$ cat config.mk
export PLATFORM = sky130hd
export DESIGN_NAME = dcl_clock_latency_top
export DESIGN_NICKNAME = d
export VERILOG_FILES = /design/src/rtl/dcl_sync.v /design/src/rtl/dcl_latency_calc.v /design/src/rtl/dcl_clock_latency_top.v
export VERILOG_INCLUDE_DIRS = /design/src /design/src/rtl
export SDC_FILE = /design/constraint.sdc
export NUM_CORES = 1
export LEC_CHECK = 0
export BUFFER_PORTS_ARGS = -buffer_cell sky130_fd_sc_hd__buf_2
export CAP_MARGIN = 20
export CORE_MARGIN = 4
export CORE_UTILIZATION = 38
export CTS_CLUSTER_DIAMETER = 100
export CTS_CLUSTER_SIZE = 14
export DETAILED_ROUTE_END_ITERATION = 7
export PLACE_DENSITY = 0.65
export SLEW_MARGIN = 20
export SYNTH_ARGS = -nofsm -noshare
export SYNTH_HDL_FRONTEND = slang
export SYNTH_SLANG_ARGS = --single-unit
$ cat constraint.sdc
create_clock -name clk -period 2 [get_ports clk]
set_clock_uncertainty 0.05 [all_clocks]
set_input_delay 0.4 -clock clk [delete_from_list [all_inputs] [get_ports clk]]
set_output_delay 0.4 -clock clk [all_outputs]
set_load 0.1 [all_outputs]
$ cat src/rtl/dcl_defines.vh
`ifndef DCL_DEFINES_VH
`define DCL_DEFINES_VH

// Memory mode encoding
`define DCL_MODE_LPDDR      2'h0
`define DCL_MODE_DDR2       2'h1
`define DCL_MODE_DDR3       2'h2
`define DCL_MODE_LEGACY_DDR 2'h3

// DLL relock wait in ddr_clock cycles
`define DCL_DLL_LOCK_CYCLES 9000

// Frequency limits in MHz and rate limit in MT/s
`define DCL_DDR2_MIN_MHZ    10'h07d
`define DCL_MAX_MHZ         10'h1c2
`define DCL_MAX_MTS         11'h384

// Latency constants
`define DCL_LPDDR_WL        5'h01
`define DCL_DDR2_AL_MAX     3'h5

// Burst length encodings
`define DCL_BL2             5'h02
`define DCL_BL4             5'h04
`define DCL_BL8             5'h08
`define DCL_BL16            5'h10

// DDR3 additive latency selections
`define DCL_DDR3_AL_ZERO    3'h0
`define DCL_DDR3_AL_CLM1    3'h1
`define DCL_DDR3_AL_CLM2    3'h2

`endif

$ cat src/rtl/dcl_sync.v
`timescale 1ns/1ps
`include "dcl_defines.vh"

module dcl_sync #(
  parameter WIDTH = 1
) (
  input  wire             clk,
  input  wire             reset_n,
  input  wire [WIDTH-1:0] asyncIn,
  output wire [WIDTH-1:0] syncOut
);

  genvar i;
  generate
    for (i = 0; i < WIDTH; i = i + 1) begin : gSync
      reg stage1_reg;
      reg stage2_reg;
      always @(posedge clk or negedge reset_n) begin
        if (!reset_n) begin
          stage1_reg <= 1'b0;
          stage2_reg <= 1'b0;
        end else begin
          stage1_reg <= asyncIn[i];
          stage2_reg <= stage1_reg;
        end
      end
      assign syncOut[i] = stage2_reg;
    end
  endgenerate

endmodule // dcl_sync

$ cat src/rtl/dcl_latency_calc.v
`timescale 1ns/1ps
`include "dcl_defines.vh"

module dcl_latency_calc (
  input  wire [1:0] memMode,
  input  wire [3:0] casLatency,
  input  wire [3:0] casWriteLatency,
  input  wire [2:0] additiveSel,
  input  wire [1:0] burstSel,
  output reg  [4:0] readLatency,
  output reg  [4:0] writeLatency,
  output reg  [3:0] additiveLatency,
  output reg  [4:0] burstLength,
  output reg        burstChop,
  output reg        configError
);

  always @* begin
    readLatency     = 5'h00;
    writeLatency    = 5'h00;
    additiveLatency = 4'h0;
    burstLength     = `DCL_BL8;
    burstChop       = 1'b0;
    configError     = 1'b0;
    case (memMode)
      `DCL_MODE_LPDDR: begin
        readLatency  = {1'b0, casLatency}; // RL6
        writeLatency = `DCL_LPDDR_WL; // RL6
        case (burstSel) // RL9
          2'h0:    burstLength = `DCL_BL2;
          2'h1:    burstLength = `DCL_BL4;
          2'h2:    burstLength = `DCL_BL8;
          default: burstLength = `DCL_BL16;
        endcase
      end
      `DCL_MODE_DDR2: begin
        if (additiveSel > `DCL_DDR2_AL_MAX) begin
          configError = 1'b1; // RL7
        end else begin
          additiveLatency = {1'b0, additiveSel}; // RL7
        end
        readLatency  = {1'b0, additiveLatency} + {1'b0, casLatency}; // RL7
        writeLatency = readLatency - 5'h01; // RL7
        case (burstSel) // RL9
          2'h0:    burstLength = `DCL_BL4;
          2'h1:    burstLength = `DCL_BL8;
          default: configError = 1'b1;
        endcase
      end
      `DCL_MODE_DDR3: begin
        case (additiveSel) // RL8
          `DCL_DDR3_AL_ZERO: additiveLatency = 4'h0;
          `DCL_DDR3_AL_CLM1: additiveLatency = casLatency - 4'h1;
          `DCL_DDR3_AL_CLM2: additiveLatency = casLatency - 4'h2;
          default:           configError = 1'b1;
        endcase
        readLatency  = {1'b0, additiveLatency} + {1'b0, casLatency}; // RL8
        writeLatency = {1'b0, additiveLatency} + {1'b0, casWriteLatency}; // RL8
        case (burstSel) // RL9
          2'h0: begin
            burstLength = `DCL_BL4;
            burstChop   = 1'b1;
          end
          2'h1:    burstLength = `DCL_BL8;
          default: configError = 1'b1;
        endcase
      end
      default: configError = 1'b1; // RL15
    endcase
  end

endmodule // dcl_latency_calc

$ cat src/rtl/dcl_clock_latency_top.v
// Operation
// RL1 - Hold DLL reset during clock change; after release wait 9000 ddr_clock cycles.
// RL2 - One ddr_clock feeds both controllers; first generator default, second selectable.
// RL3 - Programmed ddr_clock stays within mode limits; DDR2 at least 125 MHz.
// RL4 - Re-init without frequency change needs no clock generator reprogramming.
// RL5 - Frequency change without content keep repeats the post-reset sequence.
// RL6 - LPDDR: read latency equals CAS latency, no additive, write latency one.
// RL7 - DDR2: read latency AL plus CL, write one less; AL zero to five.
// RL8 - DDR3: read AL plus CL, write AL plus CWL; AL 0, CL-1, CL-2.
// RL9 - Bursts: LPDDR 2/4/8/16, DDR2 4/8, DDR3 8 with chop 4.
// RL10 - At 450 MHz ddr_clock the transfer rate is capped at 900 MT/s.
// RL11 - DDR3 mode drives the memory active-low reset; other modes have none.
// RL12 - DDR3 calibration is started by long or short ZQ commands.
// RL13 - No write or read leveling; single DRAM chip only.
// RL14 - No DDR2 off-chip driver calibration; drive strength by programming only.
// RL15 - Only LPDDR, DDR2 and DDR3 modes; original DDR rejected.
// RL16 - Order: clock generator, then physical interface, then controller init.
// RL17 - Asynchronous clocks may add latency; crossing depends on the clock ratio.
// RL18 - Content-keeping frequency change wraps DLL relock in self-refresh entry and exit; here relock never touches self-refresh, left to software.
// RL19 - DDR3: long ZQ at initialization and after every self-refresh exit.
// RL20 - Memory commands blocked during DLL reset and the relock wait.
`timescale 1ns/1ps
`include "dcl_defines.vh"

module dcl_clock_latency_top #(
  parameter [13:0] LOCK_DDR_CYCLES = `DCL_DLL_LOCK_CYCLES
) (
  input  wire        clk,
  input  wire        reset_n,
  input  wire        ddrClockIn,
  input  wire        dllResetRequest,
  input  wire        clockSourceSelect,
  input  wire [1:0]  memMode,
  input  wire [3:0]  casLatency,
  input  wire [3:0]  casWriteLatency,
  input  wire [2:0]  additiveSel,
  input  wire [1:0]  burstSel,
  input  wire [9:0]  ddrClockMhz,
  input  wire        selfRefreshExit,
  input  wire        zqShortRequest,
  input  wire        commandRequest,
  output reg         dllResetOut,
  output reg         clockSelectOut,
  output reg  [4:0]  readLatency,
  output reg  [4:0]  writeLatency,
  output reg  [3:0]  additiveLatency,
  output reg  [4:0]  burstLength,
  output reg         burstChop,
  output reg         configError,
  output reg         freqError,
  output reg  [10:0] transferRateMts,
  output reg         rateClamped,
  output reg         memResetN,
  output reg         memResetDriveEn,
  output reg         zqLongCmd,
  output reg         zqShortCmd,
  output reg         commandGrant,
  output reg         commandBlocked,
  output reg         lockBusy,
  output reg         ready
);

  localparam [4:0] ST_IDLE      = 5'h01;
  localparam [4:0] ST_DLL_RESET = 5'h02;
  localparam [4:0] ST_LOCK_WAIT = 5'h04;
  localparam [4:0] ST_ZQ_LONG   = 5'h08;
  localparam [4:0] ST_READY     = 5'h10;

  wire        ddrClkSync;
  wire [4:0]  calcRead;
  wire [4:0]  calcWrite;
  wire [3:0]  calcAdditive;
  wire [4:0]  calcBurst;
  wire        calcChop;
  wire        calcError;
  wire        ddrEdge;
  wire        isDdr3;
  wire [10:0] rawRate;

  reg         ddrClkPrev_reg;
  reg  [4:0]  state_reg;
  reg  [4:0]  state_next;
  reg  [13:0] lockCount_reg;
  reg  [13:0] lockCount_next;
  reg         clockSelect_next;
  reg         memReset_next;
  reg         zqShort_next;
  reg         grant_next;

  // ddr_clock is only observed, so it crosses like any pin
  dcl_sync #(
    .WIDTH (1)
  ) uDdrClkSync (
    .clk     (clk),
    .reset_n (reset_n),
    .asyncIn (ddrClockIn),
    .syncOut (ddrClkSync)
  );

  dcl_latency_calc uLatency (
    .memMode         (memMode),
    .casLatency      (casLatency),
    .casWriteLatency (casWriteLatency),
    .additiveSel     (additiveSel),
    .burstSel        (burstSel),
    .readLatency     (calcRead),
    .writeLatency    (calcWrite),
    .additiveLatency (calcAdditive),
    .burstLength     (calcBurst),
    .burstChop       (calcChop),
    .configError     (calcError)
  );

  assign ddrEdge = ddrClkSync & ~ddrClkPrev_reg; // RL17
  assign isDdr3  = (memMode == `DCL_MODE_DDR3);
  // Two transfers per ddr_clock cycle
  assign rawRate = {ddrClockMhz, 1'b0};

  always @* begin
    state_next     = state_reg;
    lockCount_next = lockCount_reg;
    if (dllResetRequest) begin
      state_next     = ST_DLL_RESET; // RL1
      lockCount_next = 14'h0000;
    end else begin
      case (state_reg)
        ST_IDLE: begin
          state_next = ST_IDLE;
        end
        ST_DLL_RESET: begin
          state_next     = ST_LOCK_WAIT; // RL1
          lockCount_next = 14'h0000;
        end
        ST_LOCK_WAIT: begin
          if (ddrEdge) begin
            if (lockCount_reg == LOCK_DDR_CYCLES - 14'h0001) begin // RL1
              state_next = isDdr3 ? ST_ZQ_LONG : ST_READY; // RL19
            end else begin
              lockCount_next = lockCount_reg + 14'h0001;
            end
          end
        end
        ST_ZQ_LONG: begin
          state_next = ST_READY;
        end
        ST_READY: begin
          // Relock is never chained here; software owns self-refresh entry
          if (selfRefreshExit && isDdr3) begin
            state_next = ST_ZQ_LONG; // RL19
          end
        end
        default: begin
          state_next = ST_IDLE;
        end
      endcase
    end
  end

  always @* begin
    // Source may only move while the DLL is held in reset
    clockSelect_next = clockSelectOut;
    if (dllResetRequest) begin
      clockSelect_next = clockSourceSelect; // RL2
    end
    memReset_next = memResetN;
    if (!isDdr3) begin
      memReset_next = 1'b1; // RL11
    end else if (state_reg == ST_LOCK_WAIT && state_next != ST_LOCK_WAIT) begin
      memReset_next = 1'b1; // RL11
    end
    zqShort_next = (state_reg == ST_READY) && (state_next == ST_READY) &&
                   isDdr3 && zqShortRequest; // RL12
    grant_next   = (state_next == ST_READY) && commandRequest &&
                   !zqShort_next && !calcError; // RL20
  end

  always @(posedge clk or negedge reset_n) begin
    if (!reset_n) begin
      ddrClkPrev_reg <= 1'b0;
      state_reg      <= ST_IDLE;
      lockCount_reg  <= 14'h0000;
    end else begin
      ddrClkPrev_reg <= ddrClkSync;
      state_reg      <= state_next;
      lockCount_reg  <= lockCount_next;
    end
  end

  always @(posedge clk or negedge reset_n) begin
    if (!reset_n) begin
      dllResetOut     <= 1'b0;
      clockSelectOut  <= 1'b0;
      memResetN       <= 1'b0;
      memResetDriveEn <= 1'b0;
      zqLongCmd       <= 1'b0;
      zqShortCmd      <= 1'b0;
      commandGrant    <= 1'b0;
      commandBlocked  <= 1'b1;
      lockBusy        <= 1'b0;
      ready           <= 1'b0;
    end else begin
      dllResetOut     <= dllResetRequest; // RL1
      clockSelectOut  <= clockSelect_next; // RL2
      memResetN       <= memReset_next; // RL11
      memResetDriveEn <= isDdr3; // RL11
      zqLongCmd       <= (state_next == ST_ZQ_LONG); // RL12
      zqShortCmd      <= zqShort_next; // RL12
      commandGrant    <= grant_next; // RL20
      commandBlocked  <= (state_next != ST_READY); // RL20
      lockBusy        <= (state_next == ST_DLL_RESET) || (state_next == ST_LOCK_WAIT);
      ready           <= (state_next == ST_READY);
    end
  end

  // No leveling or driver calibration; latency decode is purely programmed
  always @(posedge clk or negedge reset_n) begin
    if (!reset_n) begin
      readLatency     <= 5'h00;
      writeLatency    <= 5'h00;
      additiveLatency <= 4'h0;
      burstLength     <= `DCL_BL8;
      burstChop       <= 1'b0;
      configError     <= 1'b0;
    end else begin
      readLatency     <= calcRead; // RL6
      writeLatency    <= calcWrite; // RL7
      additiveLatency <= calcAdditive; // RL8
      burstLength     <= calcBurst; // RL9
      burstChop       <= calcChop; // RL9 RL13 RL14
      configError     <= calcError; // RL15
    end
  end

  always @(posedge clk or negedge reset_n) begin
    if (!reset_n) begin
      freqError       <= 1'b0;
      transferRateMts <= 11'h000;
      rateClamped     <= 1'b0;
    end else begin
      // Flag only; the device cannot refuse a clock it is given
      freqError <= (ddrClockMhz > `DCL_MAX_MHZ) ||
                   ((memMode == `DCL_MODE_DDR2) && (ddrClockMhz < `DCL_DDR2_MIN_MHZ)); // RL3
      if (rawRate > `DCL_MAX_MTS) begin
        transferRateMts <= `DCL_MAX_MTS; // RL10
        rateClamped     <= 1'b1; // RL10
      end else begin
        transferRateMts <= rawRate;
        rateClamped     <= 1'b0;
      end
    end
  end

endmodule // dcl_clock_latency_top

==> impl_metrics.json, run 1 <==
{
  "outcome": "finished with violations",
  "violations": "negative setup slack",
  "via_per_inst": 5.26,
  "clock.fmax_ghz": 0.489,
  "postPlaceCellArea_um2": 4400,
  "final_util_pct": 51.7,
  "min_period_over_period_pct": 102,
  "synth-simple-area-share_pct": 21.3,
  "initial_utilization_pct": 38.7,
  "cts_tree": "yes",
  "ant_nets": 0,
  "yosysTopAreaCellShare_pct": 42.9,
  "p_per_area_nw_per_um2": 776,
  "syn_area_per_cell_um2": 10.0,
  "async_flop_share_pct": 100,
  "synthAdderAreaFrac_pct": 8.37,
  "drv_cap": 0,
  "grt_first_pass_wirelength_um": 15200,
  "peakVddDrop_mv": 0.273,
  "netlist_instances": 355,
  "setup_violations": 3,
  "crit_fanout": 2,
  "hpwl_um": 6870,
  "p_leak_nw": 2.26,
  "p_sw_share_pct": 32.8,
  "clockBufferDepth": 2,
  "path_clk_slew_ns": 0.08,
  "io_buffers": 74,
  "yosys_warnings": 0,
  "synth_edf_count": 0,
  "maxSlewViolCount": 0,
  "synthToLayoutAreaGrowth_pct": 33.6,
  "largest_register_ffs": 14,
  "synthTopCellsByArea": "dfrtp_1 43%, ha_1 6.7%, nand2_1 2.3%",
  "htree_levels": 3,
  "grt_pass1_vias": 3186,
  "gr-usage-all-layers_pct": 16.9,
  "hold_class": "input port to async pin",
  "grt_setup_unrepaired": "true",
  "synth_compound_area_share_pct": 16.0,
  "synth_ff_type": "dfrtp_1",
  "cp.arrival_ns": 2.23,
  "netlist_area_um2": 3560,
  "design_area_um2": 4760,
  "grt-ovfl-total": 0,
  "synth_top_family_by_area": "simple AND/OR/NAND/NOR gates",
  "yosysTopAreaCell": "dfrtp_1",
  "row_count": 35,
  "crit_type": "input port to flip-flop",
  "hold_violations": 0,
  "cts-buffers-inserted": 9,
  "synth.distinct_cells": 61,
  "worst_slack_ns": -0.0435,
  "fp.dieArea_um2": 11000,
  "clockPowerShare_pct": 38.0,
  "via_count": 3112,
  "grt_max_degree": 65,
  "power.internal_w": 0.00248,
  "tns_ns": -0.0874,
  "drt_iter0_drc": 125,
  "final_layout_size_suffix_gt1_share_pct": 37.4,
  "io-pin-count": 77,
  "crit_required_ns": 2.18,
  "numClockSinks": 64,
  "cp-end-kind": "flip-flop",
  "die_h_um": 105,
  "switchingPower_w": 0.00121,
  "wl_per_cell_um": 15.5,
  "startpoint_type": "input port",
  "seq_power_share_pct": 37.1,
  "clk_latency_ns": 0.34,
  "drc_errors": 0,
  "post-route-min-period_ns": 2.04,
  "drt_pass1_iterations": 4,
  "place_congestion": 0.829,
  "comb_power_share_pct": 24.9,
  "synth_seq_area_share_pct": 45.1,
  "relSlewSlack_pct": 63.7,
  "yosysMostFrequentCell": "dfrtp_1",
  "die_w_um": 105,
  "antennaDiodeCount": 0,
  "placeableCoreArea_um2": 9200,
  "cts_root_buf": "clkbuf_8",
  "worst_pin_slew_ns": 0.537,
  "antenna_found_initial": 0,
  "synth_top_cells_by_count": "61 x dfrtp_1, 22 x nand2_1, 20 x inv_1, 20 x nor2_1, 19 x ha_1",
  "nets": 531,
  "synthXorXnorAreaFrac_pct": 2.46,
  "muxShareOfSynthArea_pct": 2.00,
  "routed_wl_um": 9150,
  "ys_seq_elements": 64
}
-- per-stage QoR --
step	hold slack (ns)	total power, W	std cells	setup slack (ns)
after floorplan	0.0544	0.00202	357	-0.311
after global placement	0.288	0.00227	571	-0.438
after detailed placement	0.300	0.00228	571	-0.519
after CTS	0.0204	0.00371	589	-0.0761
after global routing	0.0331	0.00386	592	-0.136
final	0.0173	0.00369	592	-0.0435
-- cells by family (layout without fill, tap and decap cells) --
| group | after synthesis | in the layout |
|---|---|---|
| other cells | 1 | 3 |
| flops | 64 | 64 |
| mux | 7 | 7 |
| fa+ha+maj | 22 | 22 |
| simple gates | 132 | 132 |
| compound gates | 82 | 82 |
| xor+xnor | 10 | 10 |
| buf+inv | 37 | 161 |
-- worst paths after layout --
check	start	end	slack (ns)	depth (start not counted)
hold reg to reg	uDdrClkSync.gSync[0].stage1_reg$_DFF_PN0_	uDdrClkSync.syncOut$_DFF_PN0_	0.32	0
hold / removal	reset_n	transferRateMts[10]$_DFF_PN0_	0.02	2
setup / recovery	casLatency[0]	writeLatency[4]$_DFF_PN0_	-0.04	11
max in group asynchronous	reset_n	commandBlocked$_DFF_PN1_	1.56	2
setup reg to reg	state_reg[3]$_DFF_PN0_	lockCount_reg[1]$_DFFE_PN0P_	0.11	4
min in group clk	ddrClockIn	uDdrClkSync.gSync[0].stage1_reg$_DFF_PN0_	0.12	1
-- cell type report --
type,count,area [um2]
Inverter,20,78.8
Tap cell,111,139
Clock buffer,10,138
Fill cell,857,4440
Timing Repair Buffer,125,786
Sequential cell,64,1610
Clock inverter,6,115
Multi-Input combinational cell,256,1890
-- repair_timing --
| item | CTS | global route |
|---|---|---|
| buffers inserted | 2 | 3 |
| pin swaps | 9 | 7 |
| endpoints found under the hold margin | 0 | 0 |
| endpoints found under the setup margin | 8 | 18 |
| hold buffers | 0 | 0 |
| resized for setup | 11 | 9 |
| gates cloned | 0 | 0 |
-- layout by cell type (no fill, tap or decap), drive strengths merged, types with 4 or more instances in the layout --
master / count
nand4: 4
dfrtp: 61
and2: 8
nor4: 4
xnor2: 7
mux2i: 6
a21o: 4
or2: 4
and3: 6
buf: 125
a211oi: 4
ha: 19
a21boi: 4
clkbuf: 10
nand2b: 11
nor2b: 8
nor2: 20
inv: 20
o21ai: 12
a31oi: 12
a21oi: 16
a22oi: 4
nand2: 22
nand3: 14
nand3b: 4
o22ai: 4
nor3: 10
-- critical path, cell delays in order --
cell and delay, ns:
buf_6 0.10, buf_6 0.10, or3b_4 0.38, a21oi_2 0.15, ha_2 0.21, inv_2 0.04
fa_2 0.36, inv_1 0.06, a21o_1 0.12, a21oi_2 0.06, o311ai_1 0.24
-- metal layers --
layer / global-route usage [%] / up-vias / wire length [um] / part of all wire, %
li1: - / 1523 / - / -
met1: 20.0 / 1514 / 3820 / 42
met2: 30.2 / 62 / 4840 / 53
met3: 3.40 / 13 / 336 / 3.7
met4: 6.28 / 0 / 148 / 1.6
met5: 0 / - / 0 / 0
-- power groups by stage --
stage          Combinational, W  Sequential, W  Clock (W)
2_1_floorplan          0.000275        0.00175          0
3_3_place_gp           0.000876        0.00139          0
3_5_place_dp           0.000891        0.00139          0
4_1_cts                0.000903        0.00137    0.00143
5_1_grt                0.000977        0.00137    0.00151
6_report               0.000918        0.00137    0.00140
No activity file was read; power rests on OpenSTA's default activity.
==> inputs of run 2 (changes only) <==
--- a/config.mk
+++ b/config.mk
@@ -17,4 +17,5 @@
 export SLEW_MARGIN = 20
 export SYNTH_ARGS = -nofsm -noshare
 export SYNTH_HDL_FRONTEND = slang
+export SYNTH_HIERARCHICAL = 1
 export SYNTH_SLANG_ARGS = --single-unit
==> impl_metrics.json, run 2 <==
{
  "outcome": "finished clean",
  "power_w": 0.00351,
  "place_congestion": 0.841,
  "busiest_layer": "met2",
  "die_w_um": 106,
  "p_leak_nw": 2.41,
  "post-route-min-period_ns": 1.97,
  "yosysTopAreaCell": "dfrtp_1",
  "nets": 578,
  "hold_class": "input port to async pin",
  "drc_errors": 0,
  "grt_setup_unrepaired": "true",
  "wl_per_cell_um": 14.7,
  "crit_required_ns": 2.20,
  "yosysTopAreaCellShare_pct": 42.8,
  "io_buffers": 75,
  "cp.arrival_ns": 2.17,
  "use_met1_pct": 21.7,
  "grt_use_met3_pct": 3.18,
  "initial_utilization_pct": 39.1,
  "synthTopCellsByArea": "dfrtp_1 43%, ha_1 6.2%, nor2_1 3.1%",
  "hold_violations": 0,
  "htree_levels": 3,
  "yosys_warnings": 6,
  "grt_pass1_vias": 3441,
  "placeableCoreArea_um2": 9280,
  "synth_top_family_by_area": "simple AND/OR/NAND/NOR gates",
  "routed_wl_um": 9750,
  "p_sw_share_pct": 35.6,
  "io-pin-count": 77,
  "cts_root_buf": "clkbuf_8",
  "via_per_inst": 5.04,
  "cp-end-kind": "flip-flop",
  "critPathSlowestCell": "or4_1",
  "clk_latency_ns": 0.35,
  "cts-buffers-inserted": 9,
  "switchingPower_w": 0.00125,
  "r2r_setup_slack_ns": 0.03,
  "synthAdderAreaFrac_pct": 6.48,
  "startpoint_type": "flip-flop",
  "clock.fmax_ghz": 0.508,
  "grt_max_degree": 66,
  "synth_edf_count": 0,
  "crit_fanout": 5,
  "critPathMostFrequentCell": "buf_4",
  "relSlewSlack_pct": 63.2,
  "use_met2_pct": 30.2,
  "numClockSinks": 65,
  "ant_nets": 0,
  "synth.distinct_cells": 75,
  "maxSlewViolCount": 0,
  "peakVddDrop_mv": 0.305,
  "row_count": 35,
  "ys_seq_elements": 65,
  "worst_pin_slew_ns": 0.545,
  "layout_commonest_cell": "buf_4",
  "synth-simple-area-share_pct": 23.4,
  "crit_type": "flip-flop to flip-flop",
  "slowest_delay_ns": 0.53,
  "netlist_area_um2": 3630,
  "grt-ovfl-total": 0,
  "drt_pass1_iterations": 5,
  "clockPowerShare_pct": 31.6,
  "comb_power_share_pct": 28.8,
  "final_layout_size_suffix_gt1_share_pct": 41.7,
  "syn_area_per_cell_um2": 9.88,
  "final_util_pct": 55.2,
  "path_cells": "buf_4, or4_1, a311oi_4, buf_4, inv_2, a211oi_1",
  "hpwl_um": 7340,
  "p_per_area_nw_per_um2": 685,
  "drv_cap": 0,
  "netlist_instances": 367,
  "synth_seq_area_share_pct": 44.9,
  "muxShareOfSynthArea_pct": 0.586,
  "drt_iter0_drc": 201,
  "clockBufferDepth": 2,
  "synth_top_cells_by_count": "62 x dfrtp_1, 30 x nor2_1, 21 x nand2_1, 21 x o21ai_0, 18 x ha_1",
  "min_period_over_period_pct": 98.4,
  "seq_power_share_pct": 39.6,
  "final_cell_mix": "86 x buf_4, 72 x buf_2, 61 x dfrtp_1",
  "whs_ns": 0.00478,
  "die_h_um": 106,
  "yosysMostFrequentCell": "dfrtp_1",
  "async_flop_share_pct": 100,
  "largest_register_ffs": 14,
  "grt_first_pass_wirelength_um": 16000,
  "synthToLayoutAreaGrowth_pct": 41.4,
  "setup_violations": 0,
  "gr-usage-all-layers_pct": 17.6,
  "synth_compound_area_share_pct": 16.3,
  "cts_hold_buffers": 0,
  "antennaDiodeCount": 0,
  "path_clk_slew_ns": 0.08,
  "synthXorXnorAreaFrac_pct": 4.10,
  "via_count": 3331,
  "cts_tree": "yes",
  "fp.dieArea_um2": 11200,
  "power.internal_w": 0.00226,
  "antenna_found_initial": 0,
  "synth_ff_type": "dfrtp_1"
}
## run 2: worst max-delay path: cells and delay by family, from the launching register on
| family | cells | cell delay [ns] |
|---|---|---|
| AO/OA/AOI/OAI | 2 | 0.49 |
| buffers and inverters | 3 | 0.38 |
| flip-flops | 1 | 0.42 |
| AND/OR/NAND/NOR | 1 | 0.53 |
## run 2: cell type report
type                    count  area (um2)
fillers                   852        4160
repair buffers            161        1070
multi-input cells         271        1990
clock buffers               9         124
clock inverters             7        71.3
well taps                 129         161
inverters                  19        81.3
flip-flops and latches     65        1630
## run 2: cells by family after synthesis
logic type | Yosys count
xor+xnor | 17
buf+inv | 32
mux | 2
compound gates | 84
simple gates | 146
fa+ha+maj | 19
flops | 65
other cells | 2
## run 2: metrics by stage
step                setup WS [ns]  instances  setup TNS, ns  cell area (um2)
floorplan                  -0.139        368         -0.533             3700
global placement           -0.290        641          -1.53             4800
detailed placement         -0.310        641          -2.04             4800
CTS                        0.0141        658              0             5010
global route              -0.0460        661         -0.119             5130
finish                     0.0310        661              0             5130
## run 2: power by group through the flow
stage               logic [W]  registers (W)  clock network (W)
finish                0.00101        0.00139            0.00111
detailed placement   0.000980        0.00142                  0
floorplan            0.000290        0.00178                  0
global route          0.00107        0.00140            0.00120
CTS                  0.000986        0.00139            0.00114
global placement     0.000970        0.00142                  0
## run 2: path summary, 6_finish.rpt
kind,cells past startpoint,from,to
min in group clk,1,ddrClockIn,uDdrClkSync/gSync[0].stage1_reg$_DFF_PN0_
max in group asynchronous,2,reset_n,state_reg[0]$_DFF_PN1_
worst min register to register,0,uDdrClkSync/gSync[0].stage1_reg$_DFF_PN0_,uDdrClkSync/syncOut$_DFF_PN0_
worst min-delay path,2,reset_n,readLatency[1]$_DFF_PN0_
worst max-delay path,6,state_reg[1]$_DFF_PN0_,state_reg[3]$_DFF_PN0_
worst max register to register,6,state_reg[1]$_DFF_PN0_,state_reg[3]$_DFF_PN0_
## run 2: repair_timing
action | in CTS | in global routing
setup buffers | 1 | 3
setup endpoints to repair | 4 | 15
resized for setup | 1 | 24
pin swaps | 1 | 9
## run 2: per-layer routing
layer / vias up / wire [um] / part of all wire [%]
met5: - / 0 / 0
met4: 0 / 238 / 2.4
met3: 22 / 351 / 3.6
met2: 76 / 4940 / 51
met1: 1595 / 4210 / 43
li1: 1638 / - / -
==> inputs of run 3 (changes only) <==
--- a/config.mk
+++ b/config.mk
@@ -9,11 +9,11 @@
 export BUFFER_PORTS_ARGS = -buffer_cell sky130_fd_sc_hd__buf_2
 export CAP_MARGIN = 20
 export CORE_MARGIN = 4
-export CORE_UTILIZATION = 38
+export CORE_UTILIZATION = 45
 export CTS_CLUSTER_DIAMETER = 100
 export CTS_CLUSTER_SIZE = 14
 export DETAILED_ROUTE_END_ITERATION = 7
-export PLACE_DENSITY = 0.65
+export PLACE_DENSITY = 0.74
 export SLEW_MARGIN = 20
 export SYNTH_ARGS = -nofsm -noshare
 export SYNTH_HDL_FRONTEND = slang
==> impl_metrics.json, run 3 (synthesis gave the netlist of run 2 again) <==
{
  "cts_tree": "yes",
  "via_count": 3460,
  "crit_required_ns": 2.17,
  "place_congestion": 0.894,
  "critPathMostFrequentCell": "a21oi_1",
  "critical_path_buf_inv_count": 2,
  "grt_first_pass_wirelength_um": 16700,
  "clockPowerShare_pct": 29.9,
  "final_layout_size_suffix_gt1_share_pct": 41.7,
  "comb_power_share_pct": 29.5,
  "slowest_delay_ns": 0.35,
  "routed_wl_um": 10100,
  "crit_fanout": 7,
  "via_per_inst": 5.52,
  "hold_violations": 0,
  "cp-end-kind": "flip-flop",
  "clock.fmax_ghz": 0.508,
  "drc_errors": 0,
  "gr-usage-all-layers_pct": 21.6,
  "path_clk_slew_ns": 0.08,
  "drt_pass1_iterations": 6,
  "antennaDiodeCount": 0,
  "setup_violations": 0,
  "r2r_start": "state_reg[3]$_DFF_PN0_",
  "layout_commonest_cell": "buf_4",
  "io_buffers": 75,
  "drt_iter0_drc": 233,
  "p_leak_nw": 2.41,
  "p_sw_share_pct": 36.7,
  "clk_latency_ns": 0.35,
  "die_w_um": 97.8,
  "seq_power_share_pct": 40.6,
  "final_util_pct": 65.0,
  "clockBufferDepth": 2,
  "final_cell_mix": "75 x buf_4, 72 x buf_2, 60 x dfrtp_1",
  "placeableCoreArea_um2": 7770,
  "row_count": 32,
  "p_per_area_nw_per_um2": 678,
  "peakVddDrop_mv": 0.329,
  "worst_pin_slew_ns": 0.562,
  "cts_root_buf": "clkbuf_8",
  "critPathSlowestCell": "maj3_1",
  "synthToLayoutAreaGrowth_pct": 39.3,
  "hold_class": "input port to flip-flop",
  "worstHoldStart": "ddrClockIn",
  "cts-buffers-inserted": 9,
  "startpoint_type": "input port",
  "worstSetupStartpoint": "casLatency[0]",
  "nets": 571,
  "drv_cap": 0,
  "cp.arrival_ns": 2.14,
  "numClockSinks": 65,
  "htree_levels": 3,
  "outcome": "finished clean",
  "largest_register_ffs": 14,
  "crit_type": "input port to flip-flop",
  "die_h_um": 97.8,
  "antenna_found_initial": 0,
  "hpwl_um": 7590,
  "post-route-min-period_ns": 1.97,
  "grt_pass1_vias": 3497,
  "tns_ns": 0,
  "io-pin-count": 77,
  "power.internal_w": 0.00217,
  "path_cells": "buf_6, buf_4, and3b_1, a21oi_1, nor2_1, ha_1, maj3_1, a21oi_1, xor2_1, o22ai_1",
  "switchingPower_w": 0.00126,
  "maxSlewViolCount": 0,
  "r2r_setup_slack_ns": 0.07,
  "path_delay_family": "adder cells",
  "initial_utilization_pct": 46.7,
  "min_period_over_period_pct": 98.4,
  "fp.dieArea_um2": 9560,
  "grt-ovfl-total": 0,
  "wl_per_cell_um": 16.1,
  "ant_nets": 0,
  "relSlewSlack_pct": 62.1,
  "grt_max_degree": 42
}
-- run 3: cell count changes in the layout (fill, tap and decap cells not counted), moves of 2 or more --
cell	previous run	this run
o21ai_0	17	19
o21ai_1	10	8
buf_6	0	3
inv_2	2	4
buf_4	86	75
-- run 3: worst paths after layout --
path,end,depth (start not counted)
worst max-delay path,writeLatency[3]$_DFF_PN0_,10
worst min-delay path,uDdrClkSync/gSync[0].stage1_reg$_DFF_PN0_,1
worst max register to register,lockCount_reg[4]$_DFFE_PN0P_,5
worst min register to register,uDdrClkSync/syncOut$_DFF_PN0_,0
max in group asynchronous,writeLatency[2]$_DFF_PN0_,3
min in group asynchronous,state_reg[3]$_DFF_PN0_,2
-- run 3: cell type report --
cell class | count | area [um2]
well taps | 102 | 128
clock inverters | 6 | 42.5
flip-flops and latches | 65 | 1630
fillers | 637 | 2720
clock buffers | 10 | 138
multi-input cells | 271 | 2020
repair buffers | 154 | 1010
inverters | 19 | 78.8
-- run 3: stage by stage --
stage | hold WS [ns] | power, W | area, um2 | std cells | setup slack (ns)
floorplan | 0.0544 | 0.00207 | 3700 | 368 | -0.139
global placement | 0.281 | 0.00237 | 4700 | 606 | -0.252
detailed placement | 0.292 | 0.00238 | 4700 | 606 | -0.341
CTS | 0.0951 | 0.00341 | 4900 | 624 | 0.00908
global route | 0.0864 | 0.00358 | 5050 | 627 | -0.0403
finish | 0.105 | 0.00342 | 5050 | 627 | 0.0316
-- run 3: power by group through the flow --
| stage | combinational [W] | sequential (W) | clock, W |
|---|---|---|---|
| 2_1_floorplan | 0.000290 | 0.00178 | 0 |
| 5_1_grt | 0.00107 | 0.00139 | 0.00111 |
| 3_3_place_gp | 0.000953 | 0.00141 | 0 |
| 3_5_place_dp | 0.000969 | 0.00141 | 0 |
| 4_1_cts | 0.000975 | 0.00139 | 0.00105 |
| 6_report | 0.00101 | 0.00139 | 0.00102 |
-- run 3: layer usage --
| metal | track usage, % | routed length (um) | vias to the layer above |
|---|---|---|---|
| li1 | - | - | 1619 |
| met1 | 27.6 | 4160 | 1670 |
| met2 | 35.9 | 4920 | 148 |
| met3 | 5.21 | 768 | 23 |
| met4 | 7.88 | 246 | 0 |
| met5 | 0 | 0 | - |
-- run 3: what timing repair did --
item	CTS	global route
pin swaps	2	10
resized for setup	1	29
hold buffers	1	0
setup buffers	1	3
setup endpoints to repair	6	22
endpoints found under the hold margin	2	0
